### config.mk
export PLATFORM = sky130hd
export DESIGN_NAME = edo_dram_ctrl
export DESIGN_NICKNAME = d
export VERILOG_FILES = /design/src/edo_ctrl_pkg.sv /design/src/edo_dram_ctrl.sv
export SDC_FILE = /design/constraint.sdc
export NUM_CORES = 1
export LEC_CHECK = 0
export ABC_AREA = 1
export BUFFER_PORTS_ARGS = -buffer_cell sky130_fd_sc_hd__buf_2
export CORE_UTILIZATION = 53
export CTS_CLUSTER_DIAMETER = 60
export CTS_CLUSTER_SIZE = 16
export DETAILED_ROUTE_END_ITERATION = 6
export PLACE_DENSITY_LB_ADDON = 0.15
export SYNTH_ARGS = -nofsm -noshare
export SYNTH_HDL_FRONTEND = slang
export SYNTH_SLANG_ARGS = --single-unit
### constraint.sdc
create_clock -name REF_CLK -period 2.3 [get_ports REF_CLK]
set_clock_uncertainty 0.05 [all_clocks]
set_input_delay 0.115 -clock REF_CLK [delete_from_list [all_inputs] [get_ports REF_CLK]]
set_output_delay 0.115 -clock REF_CLK [all_outputs]
set_load 0.03 [all_outputs]
### src/edo_ctrl_pkg.sv
// Package with pin widths, timing constants and command codes of the memory controller.
package edo_ctrl_pkg;
	localparam int ROW_W = 10;
	localparam int COL_W = 10;
	localparam int ADDR_W = 20;
	localparam int DATA_W = 4;
	localparam int CLK_MHZ = 20;
	localparam int CLK_NS = 50;
	// Least times in ns, rounded up to whole cycles.
	localparam int T_RP_NS = 60;
	localparam int T_RCD_NS = 60;
	localparam int T_CAS_NS = 20;
	localparam int T_RSH_NS = 20;
	localparam int T_CSR_NS = 5;
	localparam int T_CHR_NS = 20;
	localparam int T_RAS_NS = 80;
	localparam int T_ACC_NS = 80;
	localparam int T_RP_CYC = (T_RP_NS + CLK_NS - 1) / CLK_NS;
	localparam int T_RCD_CYC = (T_RCD_NS + CLK_NS - 1) / CLK_NS;
	localparam int T_CAS_CYC = (T_CAS_NS + CLK_NS - 1) / CLK_NS;
	localparam int T_RSH_CYC = (T_RSH_NS + CLK_NS - 1) / CLK_NS;
	localparam int T_CSR_CYC = (T_CSR_NS + CLK_NS - 1) / CLK_NS;
	localparam int T_CHR_CYC = (T_CHR_NS + CLK_NS - 1) / CLK_NS;
	localparam int T_RAS_CYC = (T_RAS_NS + CLK_NS - 1) / CLK_NS;
	localparam int T_ACC_CYC = (T_ACC_NS + CLK_NS - 1) / CLK_NS;
	// Long times in us; cycle counts are top-level parameters.
	localparam int T_PWRUP_US = 200;
	localparam int T_REF_WIN_US = 16000;
	localparam int REF_ROWS = 1024;
	localparam int INIT_CYCLES = 8;
	localparam int PWRUP_CYC = T_PWRUP_US * CLK_MHZ;
	// Row interval rounded down so the window is never exceeded.
	localparam int REF_INT_CYC = (T_REF_WIN_US * CLK_MHZ) / REF_ROWS;
	localparam int CNT_W = 16;
	localparam logic [1:0] CMD_READ = 2'h0;
	localparam logic [1:0] CMD_WRITE = 2'h1;
	localparam logic [1:0] CMD_TEST_ENTER = 2'h2;
	localparam logic [1:0] CMD_TEST_EXIT = 2'h3;
	typedef enum logic [3:0] {
		ST_PWRUP, ST_IDLE, ST_ROW, ST_COL, ST_CASHI, ST_PRE,
		ST_CBR_CAS, ST_CBR_RAS, ST_CBR_END
	} state_t;
endpackage

### src/edo_dram_ctrl.sv
// Controller that drives an asynchronous EDO memory through its strobes and pins.
`timescale 1ns/1ps
`default_nettype none
// How it works
// Twenty-bit address split into row and column.
// Device latches row then column on falling strobes.
// Address set up before each strobe falls.
// Output held after column strobe rises.
// Page access needs new column per cycle.
// Output enable low drives read data.
// Output enable high before column rise floats.
// Output enable pulse during column-high floats.
// Write select high reads, low writes.
// Early write keeps outputs floating.
// Write select low floats page read.
// Write data taken at later falling edge.
// Refresh all 1024 rows every 16 ms.
// Ordinary cycles refresh their opened row.
// Row-only refresh keeps column strobe high.
// Hidden refresh keeps column strobe low.
// Column-first refresh uses internal counter.
// Long column-first low enters self refresh.
// Leave self refresh, then burst refresh.
// Wait 200 us, then eight init cycles.
// Column-first with write low enters test.
// Test mode compares eight sections in parallel.
// Reads return last written value.
module edo_dram_ctrl #(
	parameter int PWRUP_CYC = edo_ctrl_pkg::PWRUP_CYC,
	parameter int REF_INT_CYC = edo_ctrl_pkg::REF_INT_CYC
) (
	input wire logic REF_CLK,
	input wire logic NRST,
	input wire logic REQ_VALID,
	output logic REQ_READY,
	input wire logic [1:0] REQ_CMD,
	input wire logic [edo_ctrl_pkg::ADDR_W-1:0] REQ_ADDR,
	input wire logic [edo_ctrl_pkg::DATA_W-1:0] REQ_WDATA,
	output logic RD_VALID,
	output logic [edo_ctrl_pkg::DATA_W-1:0] RD_DATA,
	output logic INIT_DONE,
	output logic TEST_MODE,
	output logic ROW_STROBE_N,
	output logic COLUMN_STROBE_N,
	output logic STORE_SELECT_N,
	output logic OUT_DRIVE_N,
	output logic [edo_ctrl_pkg::ROW_W-1:0] ADDR_PINS,
	input wire logic [edo_ctrl_pkg::DATA_W-1:0] DATA_PINS_I,
	output logic [edo_ctrl_pkg::DATA_W-1:0] DATA_PINS_O,
	output logic DATA_PINS_OE
);
	localparam logic [edo_ctrl_pkg::CNT_W-1:0] ONE = 16'h0001;
	edo_ctrl_pkg::state_t state_q;
	logic [edo_ctrl_pkg::CNT_W-1:0] wait_q;
	logic [edo_ctrl_pkg::CNT_W-1:0] ref_tmr_q;
	logic ref_due_q;
	logic [3:0] init_cnt_q;
	logic is_write_q;
	logic is_test_q;
	logic [edo_ctrl_pkg::COL_W-1:0] col_q;
	logic [edo_ctrl_pkg::DATA_W-1:0] wdata_q;
	logic [edo_ctrl_pkg::DATA_W-1:0] dq_s1_q;
	logic [edo_ctrl_pkg::DATA_W-1:0] dq_s2_q;
	logic [edo_ctrl_pkg::DATA_W-1:0] dq_s3_q;
	logic take;
	logic wait_done;

	function automatic logic [edo_ctrl_pkg::CNT_W-1:0] cyc(input int n);
		cyc = edo_ctrl_pkg::CNT_W'(n);
	endfunction

	assign wait_done = (wait_q == '0);
	assign take = REQ_VALID && REQ_READY;
	// Refresh takes priority over user requests.
	assign REQ_READY = (state_q == edo_ctrl_pkg::ST_IDLE) && INIT_DONE && !ref_due_q;

	// ====================================================================
	// Data pin input synchroniser.
	always_ff @(posedge REF_CLK) begin
		if (!NRST) begin
			dq_s1_q <= '0;
			dq_s2_q <= '0;
			dq_s3_q <= '0;
		end else begin
			dq_s1_q <= DATA_PINS_I;
			dq_s2_q <= dq_s1_q;
			dq_s3_q <= dq_s2_q;
		end
	end

	// ====================================================================
	// Refresh interval timer; one row due per interval.
	always_ff @(posedge REF_CLK) begin
		if (!NRST) begin
			ref_tmr_q <= '0;
			ref_due_q <= 1'b0;
		end else begin
			if (ref_tmr_q >= cyc(REF_INT_CYC - 1)) begin
				ref_tmr_q <= '0;
				ref_due_q <= 1'b1;
			end else begin
				ref_tmr_q <= ref_tmr_q + ONE;
				// Only the end of a column-first refresh settles the due row; a read or
				// write also passes through precharge but refreshes a row of its own.
				if (state_q == edo_ctrl_pkg::ST_CBR_RAS && wait_done && !ROW_STROBE_N
						&& !is_test_q) begin
					ref_due_q <= 1'b0;
				end
			end
		end
	end

	// ====================================================================
	// Main sequencer.
	always_ff @(posedge REF_CLK) begin
		if (!NRST) begin
			state_q <= edo_ctrl_pkg::ST_PWRUP;
			wait_q <= '0;
			init_cnt_q <= '0;
			INIT_DONE <= 1'b0;
			TEST_MODE <= 1'b0;
			is_write_q <= 1'b0;
			is_test_q <= 1'b0;
			col_q <= '0;
			wdata_q <= '0;
			RD_VALID <= 1'b0;
			RD_DATA <= '0;
			ROW_STROBE_N <= 1'b1;
			COLUMN_STROBE_N <= 1'b1;
			STORE_SELECT_N <= 1'b1;
			OUT_DRIVE_N <= 1'b1;
			ADDR_PINS <= '0;
			DATA_PINS_O <= '0;
			DATA_PINS_OE <= 1'b0;
		end else begin
			RD_VALID <= 1'b0;
			if (!wait_done) begin
				wait_q <= wait_q - ONE;
			end
			case (state_q)
				edo_ctrl_pkg::ST_PWRUP: begin
					if (wait_q == '0 && init_cnt_q == '0 && !INIT_DONE) begin
						wait_q <= cyc(PWRUP_CYC);
						init_cnt_q <= 4'h1;
					end else if (wait_done) begin
						state_q <= edo_ctrl_pkg::ST_CBR_CAS;
					end
				end
				edo_ctrl_pkg::ST_IDLE: begin
					if (ref_due_q) begin
						// Every refresh is column-first: no row-only, hidden or self refresh
						// is ever started, so none has to be left or made up for.
						state_q <= edo_ctrl_pkg::ST_CBR_CAS;
					end else if (take) begin
						// Row half goes out first; column half is kept.
						ADDR_PINS <= REQ_ADDR[edo_ctrl_pkg::ADDR_W-1:edo_ctrl_pkg::COL_W];
						col_q <= REQ_ADDR[edo_ctrl_pkg::COL_W-1:0];
						wdata_q <= REQ_WDATA;
						is_write_q <= (REQ_CMD == edo_ctrl_pkg::CMD_WRITE);
						if (REQ_CMD == edo_ctrl_pkg::CMD_READ || REQ_CMD == edo_ctrl_pkg::CMD_WRITE) begin
							state_q <= edo_ctrl_pkg::ST_ROW;
						end else begin
							is_test_q <= (REQ_CMD == edo_ctrl_pkg::CMD_TEST_ENTER);
							state_q <= edo_ctrl_pkg::ST_CBR_CAS;
						end
					end
				end
				edo_ctrl_pkg::ST_ROW: begin
					ROW_STROBE_N <= 1'b0;
					wait_q <= cyc(edo_ctrl_pkg::T_RCD_CYC);
					state_q <= edo_ctrl_pkg::ST_COL;
					// Early write: select low before the column strobe falls.
					STORE_SELECT_N <= !is_write_q;
					if (is_write_q) begin
						DATA_PINS_O <= wdata_q;
						DATA_PINS_OE <= 1'b1;
					end
				end
				edo_ctrl_pkg::ST_COL: begin
					if (wait_done && COLUMN_STROBE_N) begin
						if (ADDR_PINS != col_q) begin
							ADDR_PINS <= col_q;
						end else begin
							COLUMN_STROBE_N <= 1'b0;
							OUT_DRIVE_N <= is_write_q;
							wait_q <= cyc(edo_ctrl_pkg::T_ACC_CYC);
						end
					end else if (wait_done && !COLUMN_STROBE_N) begin
						state_q <= edo_ctrl_pkg::ST_CASHI;
					end
				end
				edo_ctrl_pkg::ST_CASHI: begin
					// Sample is taken after the column strobe rises, where output still holds.
					COLUMN_STROBE_N <= 1'b1;
					wait_q <= cyc(edo_ctrl_pkg::T_RSH_CYC + 2);
					state_q <= edo_ctrl_pkg::ST_PRE;
				end
				edo_ctrl_pkg::ST_PRE: begin
					if (wait_done) begin
						if (!is_write_q) begin
							RD_DATA <= dq_s3_q;
							RD_VALID <= 1'b1;
						end
						ROW_STROBE_N <= 1'b1;
						OUT_DRIVE_N <= 1'b1;
						STORE_SELECT_N <= 1'b1;
						DATA_PINS_OE <= 1'b0;
						wait_q <= cyc(edo_ctrl_pkg::T_RP_CYC);
						state_q <= edo_ctrl_pkg::ST_CBR_END;
					end
				end
				edo_ctrl_pkg::ST_CBR_CAS: begin
					if (wait_done) begin
						// Column strobe leads the row strobe.
						COLUMN_STROBE_N <= 1'b0;
						STORE_SELECT_N <= !is_test_q;
						wait_q <= cyc(edo_ctrl_pkg::T_CSR_CYC);
						state_q <= edo_ctrl_pkg::ST_CBR_RAS;
					end
				end
				edo_ctrl_pkg::ST_CBR_RAS: begin
					if (wait_done && ROW_STROBE_N) begin
						ROW_STROBE_N <= 1'b0;
						wait_q <= cyc(edo_ctrl_pkg::T_RAS_CYC);
					end else if (wait_done) begin
						// Held well below the self-refresh entry time.
						ROW_STROBE_N <= 1'b1;
						COLUMN_STROBE_N <= 1'b1;
						STORE_SELECT_N <= 1'b1;
						wait_q <= cyc(edo_ctrl_pkg::T_RP_CYC);
						state_q <= edo_ctrl_pkg::ST_CBR_END;
						if (is_test_q) begin
							TEST_MODE <= 1'b1;
						end else if (state_q == edo_ctrl_pkg::ST_CBR_RAS) begin
							TEST_MODE <= 1'b0;
						end
					end
				end
				edo_ctrl_pkg::ST_CBR_END: begin
					if (wait_done) begin
						is_test_q <= 1'b0;
						if (!INIT_DONE) begin
							if (init_cnt_q >= 4'(edo_ctrl_pkg::INIT_CYCLES)) begin
								INIT_DONE <= 1'b1;
								state_q <= edo_ctrl_pkg::ST_IDLE;
							end else begin
								init_cnt_q <= init_cnt_q + 4'h1;
								state_q <= edo_ctrl_pkg::ST_CBR_CAS;
							end
						end else begin
							state_q <= edo_ctrl_pkg::ST_IDLE;
						end
					end
				end
				default: state_q <= edo_ctrl_pkg::ST_IDLE;
			endcase
		end
	end
endmodule
`default_nettype wire

==> results.txt, run 1 <==
Entering global routing, the biggest net connects 33 pins. Counting flops and latches in the post-synthesis netlist gives 95. The final period utilization is 93.0%. The clock latency at the later pin of the worst-skew pair came out at 0.37 ns. Relative to the synthesized area, the layout overhead comes to 20.3%. The clock-pin slew on the worst setup and hold paths is 0.10 ns.

The slew at the pin closest to its max-slew limit came out at 0.514 ns. CTS built an H-tree with a depth of 3. 60 I/O pins were placed. The min-delay analysis places its worst path in the category input port to register. TritonCTS built the clock tree.

The worst setup path is captured at a register. The initialized floorplan defines 33 standard-cell rows. The area fraction in compound gates after synthesis is 10.4%.

The slowest stage of the critical path belongs to the cell sky130_fd_sc_hd__dlygate4sd3_1. The number of design-rule violations left by the first detailed-router iteration came out at 282. The mux contribution to synthesized area is 1.11%. The least setup slack across all paths after layout is 0.160 ns. The layout cell share with drive strength beyond 1 is 16.0%. The number of buffers added by the clock tree synthesis step is 9. Combinational logic burns 52.0% of the power. The number of different library cells used by synthesis comes to 39. The peak ir drop on the vdd network is 0.673 mV. The total detailed-routing wirelength came out at 10.7 mm. The clock network power share came out at 16.5%.

The total number of vias came out at 4258. By area, the combinational part of the netlist is dominated by simple AND/OR/NAND/NOR gates. The arrival time at the worst endpoint came out at 2.33 ns. The area of all placed cells without fillers came out at 0.00541 sq mm. The final routed wire length divided by cell count is 12.7 um. The total of fill cells in the finished design came out at 730. In this run the tool buffered the top-level ports with 59 buffer cells. The synthesized design contains 0 enable-type register cells.

The commonest cells after synthesis are sky130_fd_sc_hd__nand2_1, sky130_fd_sc_hd__nor2_1, sky130_fd_sc_hd__dfxtp_1, sky130_fd_sc_hd__inv_1, sky130_fd_sc_hd__nand3_1. The worst-case headroom to the max-slew limit came out at 65.6%. sky130_fd_sc_hd__nand2_1 is the most common cell in the netlist. The via count of the first global-routing pass came out at 3944. The critical path goes through nor2_1 -> inv_1 -> nor3_4 -> buf_4 -> nand2_2 -> nand3_1 -> nand3b_1 -> dlygate4sd3_1 -> a21oi_1.

The number of setup violations in the final report came out at 0. The share of synthesized area in the top cell type comes to 42.3%. The largest driver fanout on the critical path is 6. The post-layout net count is 777. The post-detailed-route via-to-cell ratio came out at 5.05.

In this run the standard cell core region covers 0.00822 sq mm. Power spread over the standard cell area amounts to 1300 mW/mm^2. The synthesized instance count came out at 643.

Yosys attributes the largest share of cell area to sky130_fd_sc_hd__dfxtp_1, sky130_fd_sc_hd__nand2_1, sky130_fd_sc_hd__nor2_1. sky130_fd_sc_hd__dfxtp_1 takes more of the synthesized area than any other cell. The area share of fa/ha/maj cells after synthesis is 2.78%.

The DRC violation count after routing came out at 0. The most used flip-flop cell after synthesis is sky130_fd_sc_hd__dfxtp_1. The per-instance average area after synthesis came out at 7.00 sq um. The worst setup path is launched from a register. The critical path required time is 2.49 ns. In this run the remaining antenna-violating nets after routing total 0. The run finished with clean final reports. The die outline area is 0.00886 sq mm. The simple-gate portion of the synthesized area came out at 30.6%. The final critical delay including setup and external delays is 2.14 ns. The count of clock tree sinks is 95.

The root buffer cell chosen for the clock tree is sky130_fd_sc_hd__clkbuf_8. The global-route wire length before repair is 17.9 mm. The net load switching power is 3280 uW. At the placement stage, the worst setup path has a slack of 0.179 ns. The initial core utilization is 54.8%. The total count of hold-check failures in the final report is 0. Setup repair after global routing left no endpoint under its margin. For this run, the total global-route usage over all layers was measured as 25.5%.

The area of the mapped netlist is 0.00450 sq mm. The leakage power of the design came out at 0.00272 uW. The largest incremental delay on the critical path came out at 0.54 ns. Static timing analysis puts the maximum clock frequency at 467 MHz. Sequential elements use 42.3% of the synthesized area. The area share of xor/xnor cells in the synthesized design came out at 3.31%. For this run the aggregate overflow at the end of global routing stands at 0. The cell area after placement came out at 0.00494 sq mm. The floorplan step set the die height to 94.1 um.

Yosys printed 0 warnings. The number of slew-limit violations in the final report is 0. The cell-internal power is 3730 uW. The switching portion of total power is 46.7%.

Adding up every negative setup slack in the final design gives 0 ns. The initial antenna violation count is 0. In this run the deepest clock path goes through 2 buffers. The total iterations of the first detailed-routing run came out at 4. The setup path with the least slack is of type register to register.

The placed wire-length estimate came out at 7.61 mm. The floorplan step set the die width to 94.1 um. The share of flip-flops with an asynchronous set or reset is 0%. The congestion estimate from routability-driven global placement came to 0.925. The max capacitance violation total came out at 0. The sequential power share is 31.5%. The number of antenna diodes in the final layout is 0.
## final cells by class
type	count	area, sq um	area share [%]
Clock buffer	9	124	2.29
Clock inverter	7	91.3	1.69
Inverter	97	364	6.73
Tap cell	105	131	2.43
Sequential cell	95	1900	35.1
Timing Repair Buffer	88	563	10.4
Multi-Input combinational cell	443	2240	41.3
## kinds of logic after synthesis
logic type / count (synthesis)
AND/OR/NAND/NOR: 318
buffers and inverters: 111
flip-flops: 95
AO/OA/AOI/OAI: 86
XOR/XNOR: 17
adder cells (fa/ha/maj): 10
multiplexers: 5
other: 1
## per-layer routing
layer,vias up,GRT usage [%],part of all wire (%)
li1,2207,-,-
met1,1923,32.9,47
met2,108,42.5,47
met3,20,5.10,4.2
met4,0,8.59,2.0
met5,-,0,0
## state kept, by name, summed over array words and instances (netlist names), 4 cells and up
name,flops
ADDR_PINS,10
DATA_PINS_O,4
RD_DATA,4
col_q,10
dq_s1_q,4
dq_s2_q,4
dq_s3_q,4
init_cnt_q,4
ref_tmr_q,16
state_q,4
wait_q,16
wdata_q,4
## power by group through the flow
| stage | combinational, uW | sequential (uW) | clock [uW] |
|---|---|---|---|
| final | 3650 | 2210 | 1160 |
| after global routing | 4100 | 2250 | 1270 |
| after CTS | 3520 | 2190 | 1190 |
| after detailed placement | 3480 | 2220 | 0 |
| after global placement | 3450 | 2200 | 0 |
| after floorplan | 2490 | 2350 | 0 |
## stage by stage
stage                     hold WS (ns)  total power (uW)  std cells  util [%]
after CTS                       0.0377              6900        842      65.2
after global routing            0.0539              7620        844      65.9
after floorplan                  0.163              4840        649         -
final                           0.0459              7010        844      65.9
after detailed placement         0.251              5700        806      60.1
after global placement           0.245              5660        806      60.1
## critical path: cells and delay by family (launching register included)
family	cells	cell delay [ns]
buffers and inverters	3	0.83
and+or+nand+nor	5	0.69
DFF	1	0.38
AOI/OAI and AO/OA	1	0.05
## what timing repair did
item	CTS	global route
endpoints found under the hold margin	19	0
gates resized for setup	0	12
endpoints found under the setup margin	0	20
hold buffers	20	0
buffers inserted	0	2
## worst paths after layout
check	depth (start not counted)	endpoint	startpoint	slack, ns
worst max-delay path	9	is_test_q$_SDFFE_PN0P_	state_q[0]$_SDFFE_PN0P_	0.16
worst min-delay path	2	OUT_DRIVE_N$_SDFFE_PN1P_	NRST	0.05
worst max register to register	9	is_test_q$_SDFFE_PN0P_	state_q[0]$_SDFFE_PN0P_	0.16
worst min register to register	2	dq_s3_q[1]$_SDFF_PN0_	dq_s2_q[1]$_SDFF_PN0_	0.37
## layout by cell type, fill, tap and decap left out, types with 2 or more instances in the layout
master	instances
sky130_fd_sc_hd__clkinv_4	2
sky130_fd_sc_hd__nand3_1	53
sky130_fd_sc_hd__dlygate4sd3_1	20
sky130_fd_sc_hd__nor2_4	4
sky130_fd_sc_hd__buf_2	59
sky130_fd_sc_hd__conb_1	7
sky130_fd_sc_hd__nand4_1	6
sky130_fd_sc_hd__mux2i_1	5
sky130_fd_sc_hd__inv_1	90
sky130_fd_sc_hd__dfxtp_1	95
sky130_fd_sc_hd__or2_2	2
sky130_fd_sc_hd__nor2_2	7
sky130_fd_sc_hd__nand3_2	4
sky130_fd_sc_hd__a21oi_1	37
sky130_fd_sc_hd__clkbuf_8	9
sky130_fd_sc_hd__o21a_1	2
sky130_fd_sc_hd__nor4_1	3
sky130_fd_sc_hd__xnor2_1	7
sky130_fd_sc_hd__buf_4	9
sky130_fd_sc_hd__o21ai_0	38
sky130_fd_sc_hd__nor2_1	91
sky130_fd_sc_hd__ha_1	10
sky130_fd_sc_hd__nand3b_1	2
sky130_fd_sc_hd__nor3_1	8
sky130_fd_sc_hd__xor2_1	10
sky130_fd_sc_hd__inv_2	6
sky130_fd_sc_hd__nand2_1	130
sky130_fd_sc_hd__nand2_2	5
Note: power is estimated with default switching activity, not from simulation.
==> run 2: changes to the inputs <==
--- a/config.mk
+++ b/config.mk
@@ -6,8 +6,8 @@
 export NUM_CORES = 1
 export LEC_CHECK = 0
 export ABC_AREA = 1
-export BUFFER_PORTS_ARGS = -buffer_cell sky130_fd_sc_hd__buf_2
-export CORE_UTILIZATION = 53
+export BUFFER_PORTS_ARGS = -buffer_cell sky130_fd_sc_hd__clkbuf_2
+export CORE_UTILIZATION = 52
 export CTS_CLUSTER_DIAMETER = 60
 export CTS_CLUSTER_SIZE = 16
 export DETAILED_ROUTE_END_ITERATION = 6
==> constraint.sdc (replaced) <==
create_clock -name REF_CLK -period 1.82 [get_ports REF_CLK]
set_clock_uncertainty 0.05 [all_clocks]
set_input_delay 0.091 -clock REF_CLK [delete_from_list [all_inputs] [get_ports REF_CLK]]
set_output_delay 0.091 -clock REF_CLK [all_outputs]
set_load 0.03 [all_outputs]
==> results.txt, run 2 (synthesis gave the netlist of run 1 again) <==
The final period utilization is 99.6% (+6.5 points). The maximum clock frequency came out at 552 MHz (+18%). The count of input and output buffers was 59 (unchanged). The count of inserted antenna diode cells came to 0 (unchanged). The total power density per cell area came to 1720 mW/mm^2 (+32%). The final antenna-violating net count is 0 (unchanged). The global-route wire length before repair came out at 19.0 mm (+6.2%). The pre-CTS setup slack is -0.154 ns (-0.332 ns). The final critical delay including setup and external delays is 1.81 ns (-0.328 ns). The cell area after placement came out at 0.00527 sq mm (+6.6%). The sum of overflow across all layers after global routing came out at 0 (unchanged). The placed wire-length estimate was 8.30 mm (+9.0%). The count of clock tree sinks is 95 (unchanged). The worst hold path belongs to the class input port to register.

The clock-pin slew on the worst setup and hold paths came out at 0.10 ns (about the same). The total number of vias came out at 4567 (+7.3%). Setup repair after global routing could not meet its margin everywhere. The post-layout net count is 827 (+6.4%).

The number of placement rows came to 33 (unchanged). The initial antenna violation count is 0 (unchanged). The via count of the first global-routing pass is 4290 (+8.8%). The number of design-rule violations left by the first detailed-router iteration was 367 (+30%). The critical path in this run is classified as register to register.

The number of setup violations in the final report is 0 (unchanged). The overall global routing resource usage came out at 27.1% (+1.6 points). The post-detailed-route via-to-cell ratio came out at 5.11 (+1.3%).

The total of fill cells in the finished design is 661 (-9.5%). The arrival time at the worst endpoint came to 2.03 ns (-0.30 ns). The commonest non-fill, non-tap cell in the layout is sky130_fd_sc_hd__nand2_1.

The run finished with clean final reports. The area of all placed cells without fillers is 0.00605 sq mm (+12%). The total detailed-routing wirelength was 11.9 mm (+11%). The leakage power of the design is 0.00300 uW (+10%). The library cells used most frequently in the layout, excluding fill and tap cells, are sky130_fd_sc_hd__nand2_1, sky130_fd_sc_hd__dfxtp_1, sky130_fd_sc_hd__nor2_1. The least setup slack across all paths after layout came out at 0.00785 ns (-0.152 ns).

The layout cell share with drive strength beyond 1 was 28.6% (+13 points). The largest driver fanout on the critical path came out at 7 (+1). The initial core utilization came out at 54.2% (-0.54 points). The die outline area was 0.00903 sq mm (+1.9%). The horizontal die dimension came to 95.0 um (+0.94%). The DRC violation count after routing is 0 (unchanged). The final routed wire length divided by cell count came out at 13.3 um (+5.0%).

STA classifies the critical path endpoint as a register. The total iterations of the first detailed-routing run is 4 (unchanged). The area growth from synthesis to layout is 34.5%.

The area inside the core boundary is 0.00830 sq mm (+1.0%). The number of slew-limit violations in the final report was 0 (unchanged). The tree is rooted in a sky130_fd_sc_hd__clkbuf_8. The depth of the CTS H-tree is 3 (unchanged).

The I/O pin count came to 60 (unchanged). The total count of hold-check failures in the final report is 0 (unchanged). The placer's final routability congestion estimate is 0.902 (-2.5%). The number of buffers added by the clock tree synthesis step came out at 9 (unchanged).

STA classifies the critical path startpoint as a register. The critical path required time came to 2.04 ns (-0.45 ns). The max capacitance violation total was 0 (unchanged).

The die outline height came to 95.0 um (+0.94%). The largest net degree at the start of global routing is 37 (+12%). The peak ir drop on the vdd network came to 1.07 mV (+59%).

The clock tree from TritonCTS is yes. The largest registers in the layout are ref_tmr_q x16, wait_q x16. The maximum number of buffers from clock root to sink is 2 (unchanged). The sum of negative setup slack is 0 ns (unchanged). The clock latency at the later pin of the worst-skew pair is 0.38 ns (about the same).
[run 2: cell types whose count changed in the layout (fill, tap and decap cells not counted), moves of 10 or more]
cell and delta:
sky130_fd_sc_hd__inv_1 -10, sky130_fd_sc_hd__clkbuf_2 +58, sky130_fd_sc_hd__nand3_1 -15, sky130_fd_sc_hd__buf_2 -59, sky130_fd_sc_hd__buf_4 +48, sky130_fd_sc_hd__nand3_2 +11
[run 2: final timing paths]
check | start | to | slack (ns) | cells after the start
max | wait_q[8]$_SDFF_PN0_ | wait_q[15]$_SDFF_PN0_ | 0.008 | 12
min | REQ_ADDR[19] | ADDR_PINS[9]$_SDFFE_PN0P_ | 0.06 | 5
max reg2reg | wait_q[8]$_SDFF_PN0_ | wait_q[15]$_SDFF_PN0_ | 0.008 | 12
min reg2reg | dq_s1_q[0]$_SDFF_PN0_ | dq_s2_q[0]$_SDFF_PN0_ | 0.37 | 2
[run 2: final cells by class]
class	count	area [sq um]	area share, %
clock buffer	9	124	2.05
clock inverter	7	87.6	1.45
inverter	97	367	6.06
multi-input combinational	443	2480	41.0
sequential	95	1910	31.6
tap	105	131	2.17
timing repair buffer	138	952	15.7
[run 2: per-stage QoR]
step / hold WS (ns) / utilization, % / cells / power (uW)
detailed placement: 0.227 / 63.4 / 849 / 7830
finish: 0.0566 / 72.9 / 894 / 10400
CTS: 0.0498 / 69.8 / 887 / 9710
global route: 0.0741 / 72.9 / 894 / 11200
global placement: 0.224 / 63.4 / 849 / 7750
floorplan: 0.139 / - / 649 / 6130
[run 2: repair_timing]
action,in CTS,in global routing
resized for setup,26,73
buffers inserted,2,6
pin swaps,10,20
hold buffers,20,0
hold endpoints to repair,19,0
setup endpoints to repair,37,51
cloned,0,1
[run 2: report_power, final]
group,switching [uW],internal [uW],total (uW)
logic,3710,2450,6150
clock network,808,669,1480
registers,301,2450,2750
total,4820,5560,10400
[run 2: routing by layer]
metal	vias to the layer above	track usage, %	wire length [um]
met5	-	0	0
met4	0	12.9	326
met3	27	3.99	507
met2	114	50.1	6000
met1	2123	30.4	5050
li1	2303	-	-
[run 2: critical path, stage by stage, from the launching register on]
cell and delay, ns:
sky130_fd_sc_hd__dfxtp_1 0.34, sky130_fd_sc_hd__nor2_2 0.14, sky130_fd_sc_hd__nand2_1 0.15, sky130_fd_sc_hd__nor2_4 0.12, sky130_fd_sc_hd__nand2_2 0.07, sky130_fd_sc_hd__inv_2 0.07
sky130_fd_sc_hd__ha_4 0.13, sky130_fd_sc_hd__a21oi_2 0.05, sky130_fd_sc_hd__nor2_1 0.09, sky130_fd_sc_hd__o21a_2 0.20, sky130_fd_sc_hd__nand3_4 0.17, sky130_fd_sc_hd__nand2_4 0.10
sky130_fd_sc_hd__nor2_2 0.04
==> run 3: changes to the inputs <==
--- a/config.mk
+++ b/config.mk
@@ -7,11 +7,12 @@
 export LEC_CHECK = 0
 export ABC_AREA = 1
 export BUFFER_PORTS_ARGS = -buffer_cell sky130_fd_sc_hd__clkbuf_2
-export CORE_UTILIZATION = 52
+export CORE_UTILIZATION = 35
 export CTS_CLUSTER_DIAMETER = 60
 export CTS_CLUSTER_SIZE = 16
 export DETAILED_ROUTE_END_ITERATION = 6
 export PLACE_DENSITY_LB_ADDON = 0.15
+export SLEW_MARGIN = 15
 export SYNTH_ARGS = -nofsm -noshare
 export SYNTH_HDL_FRONTEND = slang
 export SYNTH_SLANG_ARGS = --single-unit
==> results.txt, run 3 (synthesis gave the netlist of run 1 again) <==
The depth of the CTS H-tree came to 3 (unchanged). The total buffers and inverters traversed by the critical path was 2 (+1). The critical path's slowest cell is sky130_fd_sc_hd__dfxtp_2. The final design utilization is 48.5% (-24 points). Setup repair after global routing could not meet its margin everywhere. The total count of hold-check failures in the final report is 0 (unchanged). The largest net degree at the start of global routing is 29 (-22%). The total detailed-routing wirelength was 11.6 mm (-2.1%). The min-delay analysis places its worst path in the category input port to register. The initial antenna violation count is 0 (unchanged). The arrival time at the worst endpoint came to 2.00 ns (-0.03 ns). The number of design-rule violations left by the first detailed-router iteration was 168 (-54%). The overall global routing resource usage is 18.5% (-8.7 points). The number of buffers added by the clock tree synthesis step is 9 (unchanged). The routing usage on met3 is 4.11% (+0.12 points). The via count of the first global-routing pass is 4167 (-2.9%). The leakage power of the design is 0.00299 uW (-0.40%). The number of slew-limit violations in the final report came to 0 (unchanged). The total stage count of the critical path was 13 (+1). The area taken by multi-input logic gates came out at 0.00239 sq mm (-3.3%).

The clock latency at the later pin of the worst-skew pair is 0.35 ns (-0.03 ns). The library cells used most frequently in the layout, excluding fill and tap cells, are sky130_fd_sc_hd__nand2_1, sky130_fd_sc_hd__dfxtp_1, sky130_fd_sc_hd__inv_1, sky130_fd_sc_hd__nor2_1, sky130_fd_sc_hd__clkbuf_2. The placed wire-length estimate is 8.47 mm (+2.1%). The clock-pin slew on the worst setup and hold paths is 0.07 ns (-0.03 ns). The total power density per cell area is 1740 mW/mm^2 (+1.5%). The count of clock tree sinks was 95 (unchanged). The die outline height came out at 115 um (+21%). Leaving out fill and tap cells, the most frequent cell in the layout is sky130_fd_sc_hd__nand2_1. The run finished with clean final reports. The maximum clock frequency was 552 MHz (about the same). The post-layout instance count excluding filler cells came out at 955 (+6.8%). The met2 layer usage reported by global route is 31.9% (-18 points). The largest registers in the layout are ref_tmr_q x16, wait_q x16.

The total area of sequential cells came out at 0.00191 sq mm (-0.20%). The count of inserted antenna diode cells is 0 (unchanged). The setup path with the least slack is of type register to register. The total iterations of the first detailed-routing run came out at 4 (unchanged).

The critical path required time is 2.01 ns (-0.03 ns). The area inside the core boundary is 0.0126 sq mm (+51%). The final critical delay including setup and external delays is 1.81 ns (-0.000147 ns). TritonCTS built the clock tree.

Grouping stages by cell kind, the critical path spends the most delay in simple AND/OR/NAND/NOR gates. The layout cell share with drive strength beyond 1 is 25.9% (-2.7 points). The clock root buffer is sky130_fd_sc_hd__clkbuf_16. The count of placed standard cells including taps is 915 (+7.8%).

The worst setup path is captured at a register. The final period utilization came out at 99.6% (about the same). The met1 layer usage reported by global route was 22.1% (-8.4 points). The initial core utilization was 35.8% (-18 points). The largest driver fanout on the critical path came out at 7 (unchanged).

The maximum number of buffers from clock root to sink came out at 2 (unchanged). The global-route wire length before repair came to 18.8 mm (-0.87%). The total of fill cells in the finished design is 1261 (+91%). The placer's final routability congestion estimate is 0.937 (+3.9%).

The area growth from synthesis to layout came out at 35.5%. The layer with the highest usage after global routing is met2. Walking the worst path, the cells encountered are inv_2 -> ha_4 -> nand3_4 -> nor2_4 -> nand2_2 -> inv_2 -> ha_4 -> a21oi_4 -> nor2_1 -> o21a_2 -> nand3_4 -> nand2_2 -> nor2_1. The logic depth of the worst register-to-register path was 13 (+1). The count of input and output buffers is 59 (unchanged).

The max capacitance violation total is 0 (unchanged). The peak ir drop on the vdd network is 0.954 mV (-11%). The number of placement rows is 41 (+24%).

The number of cells on the worst hold path came out at 4 (-1). The post-detailed-route via-to-cell ratio came to 4.60 (-10%). The horizontal die dimension was 115 um (+21%). The final routed wire length divided by cell count came out at 12.2 um (-8.3%).

The I/O pin count came out at 60 (unchanged). The die outline area is 0.0133 sq mm (+47%). The sum of overflow across all layers after global routing came out at 0 (unchanged). The number of setup violations in the final report was 0 (unchanged). STA classifies the critical path startpoint as a register. The total number of vias came out at 4390 (-3.9%). The post-layout net count is 821 (-0.73%). The DRC violation count after routing came out at 0 (unchanged). The largest incremental delay on the critical path came out at 0.32 ns (-0.02 ns). The final antenna-violating net count came out at 0 (unchanged).
## run 3: final cells by class
class                      instances  area share (%)
inverter                          97            6.11
timing repair buffer             132            14.8
sequential                        95            31.3
clock buffer                       9            3.69
multi-input combinational        443            39.3
tap                              172            3.53
clock inverter                     7            1.29
## run 3: worst reg2reg max path, cell delays in order, from the launching register on
cell and delay [ns]:
sky130_fd_sc_hd__dfxtp_2 0.32, sky130_fd_sc_hd__inv_2 0.07, sky130_fd_sc_hd__ha_4 0.15, sky130_fd_sc_hd__nand3_4 0.07, sky130_fd_sc_hd__nor2_4 0.10, sky130_fd_sc_hd__nand2_2 0.07, sky130_fd_sc_hd__inv_2 0.08, sky130_fd_sc_hd__ha_4 0.16
sky130_fd_sc_hd__a21oi_4 0.06, sky130_fd_sc_hd__nor2_1 0.09, sky130_fd_sc_hd__o21a_2 0.20, sky130_fd_sc_hd__nand3_4 0.15, sky130_fd_sc_hd__nand2_2 0.10, sky130_fd_sc_hd__nor2_1 0.04
## run 3: what timing repair did
item,4_1_cts,5_1_grt
buffers inserted,3,2
endpoints found under the hold margin,19,0
hold buffers,19,0
endpoints found under the setup margin,22,51
pin swaps,11,15
resized for setup,21,50
## run 3: routing by layer
metal	wire [um]	share of wire, %	vias to the layer above
met1	5240	45	1979
met5	0	0	-
met3	559	4.8	15
met2	5660	49	99
met4	189	1.6	0
li1	-	-	2297
## run 3: path summary, 6_finish.rpt
check                             start                     end  slack [ns]
setup / recovery   wait_q[0]$_SDFF_PN0_   wait_q[15]$_SDFF_PN0_       0.008
hold reg to reg   dq_s2_q[3]$_SDFF_PN0_   dq_s3_q[3]$_SDFF_PN0_        0.36
hold / removal               REQ_CMD[0]  is_test_q$_SDFFE_PN0P_        0.01
setup reg to reg   wait_q[0]$_SDFF_PN0_   wait_q[15]$_SDFF_PN0_       0.008
## run 3: through the flow
| stage | worst slack, ns | total power (uW) | instance area [sq um] | setup TNS, ns | hold WS, ns |
|---|---|---|---|---|---|
| after floorplan | 0.00997 | 6130 | 4520 | 0 | 0.139 |
| after global placement | -0.0921 | 7840 | 5340 | -1.20 | 0.228 |
| after detailed placement | -0.149 | 7900 | 5340 | -1.86 | 0.225 |
| after CTS | -0.0251 | 10100 | 5930 | -0.0790 | 0.00272 |
| after global routing | -0.129 | 11500 | 6100 | -1.79 | 0.0410 |
| final | 0.00800 | 10600 | 6100 | 0 | 0.0125 |
## run 3: power by group
group / internal (uW) / total [uW] / switching, uW
Clock: 1080 / 1930 / 854
Sequential: 2450 / 2730 / 281
Combinational: 2420 / 5960 / 3550
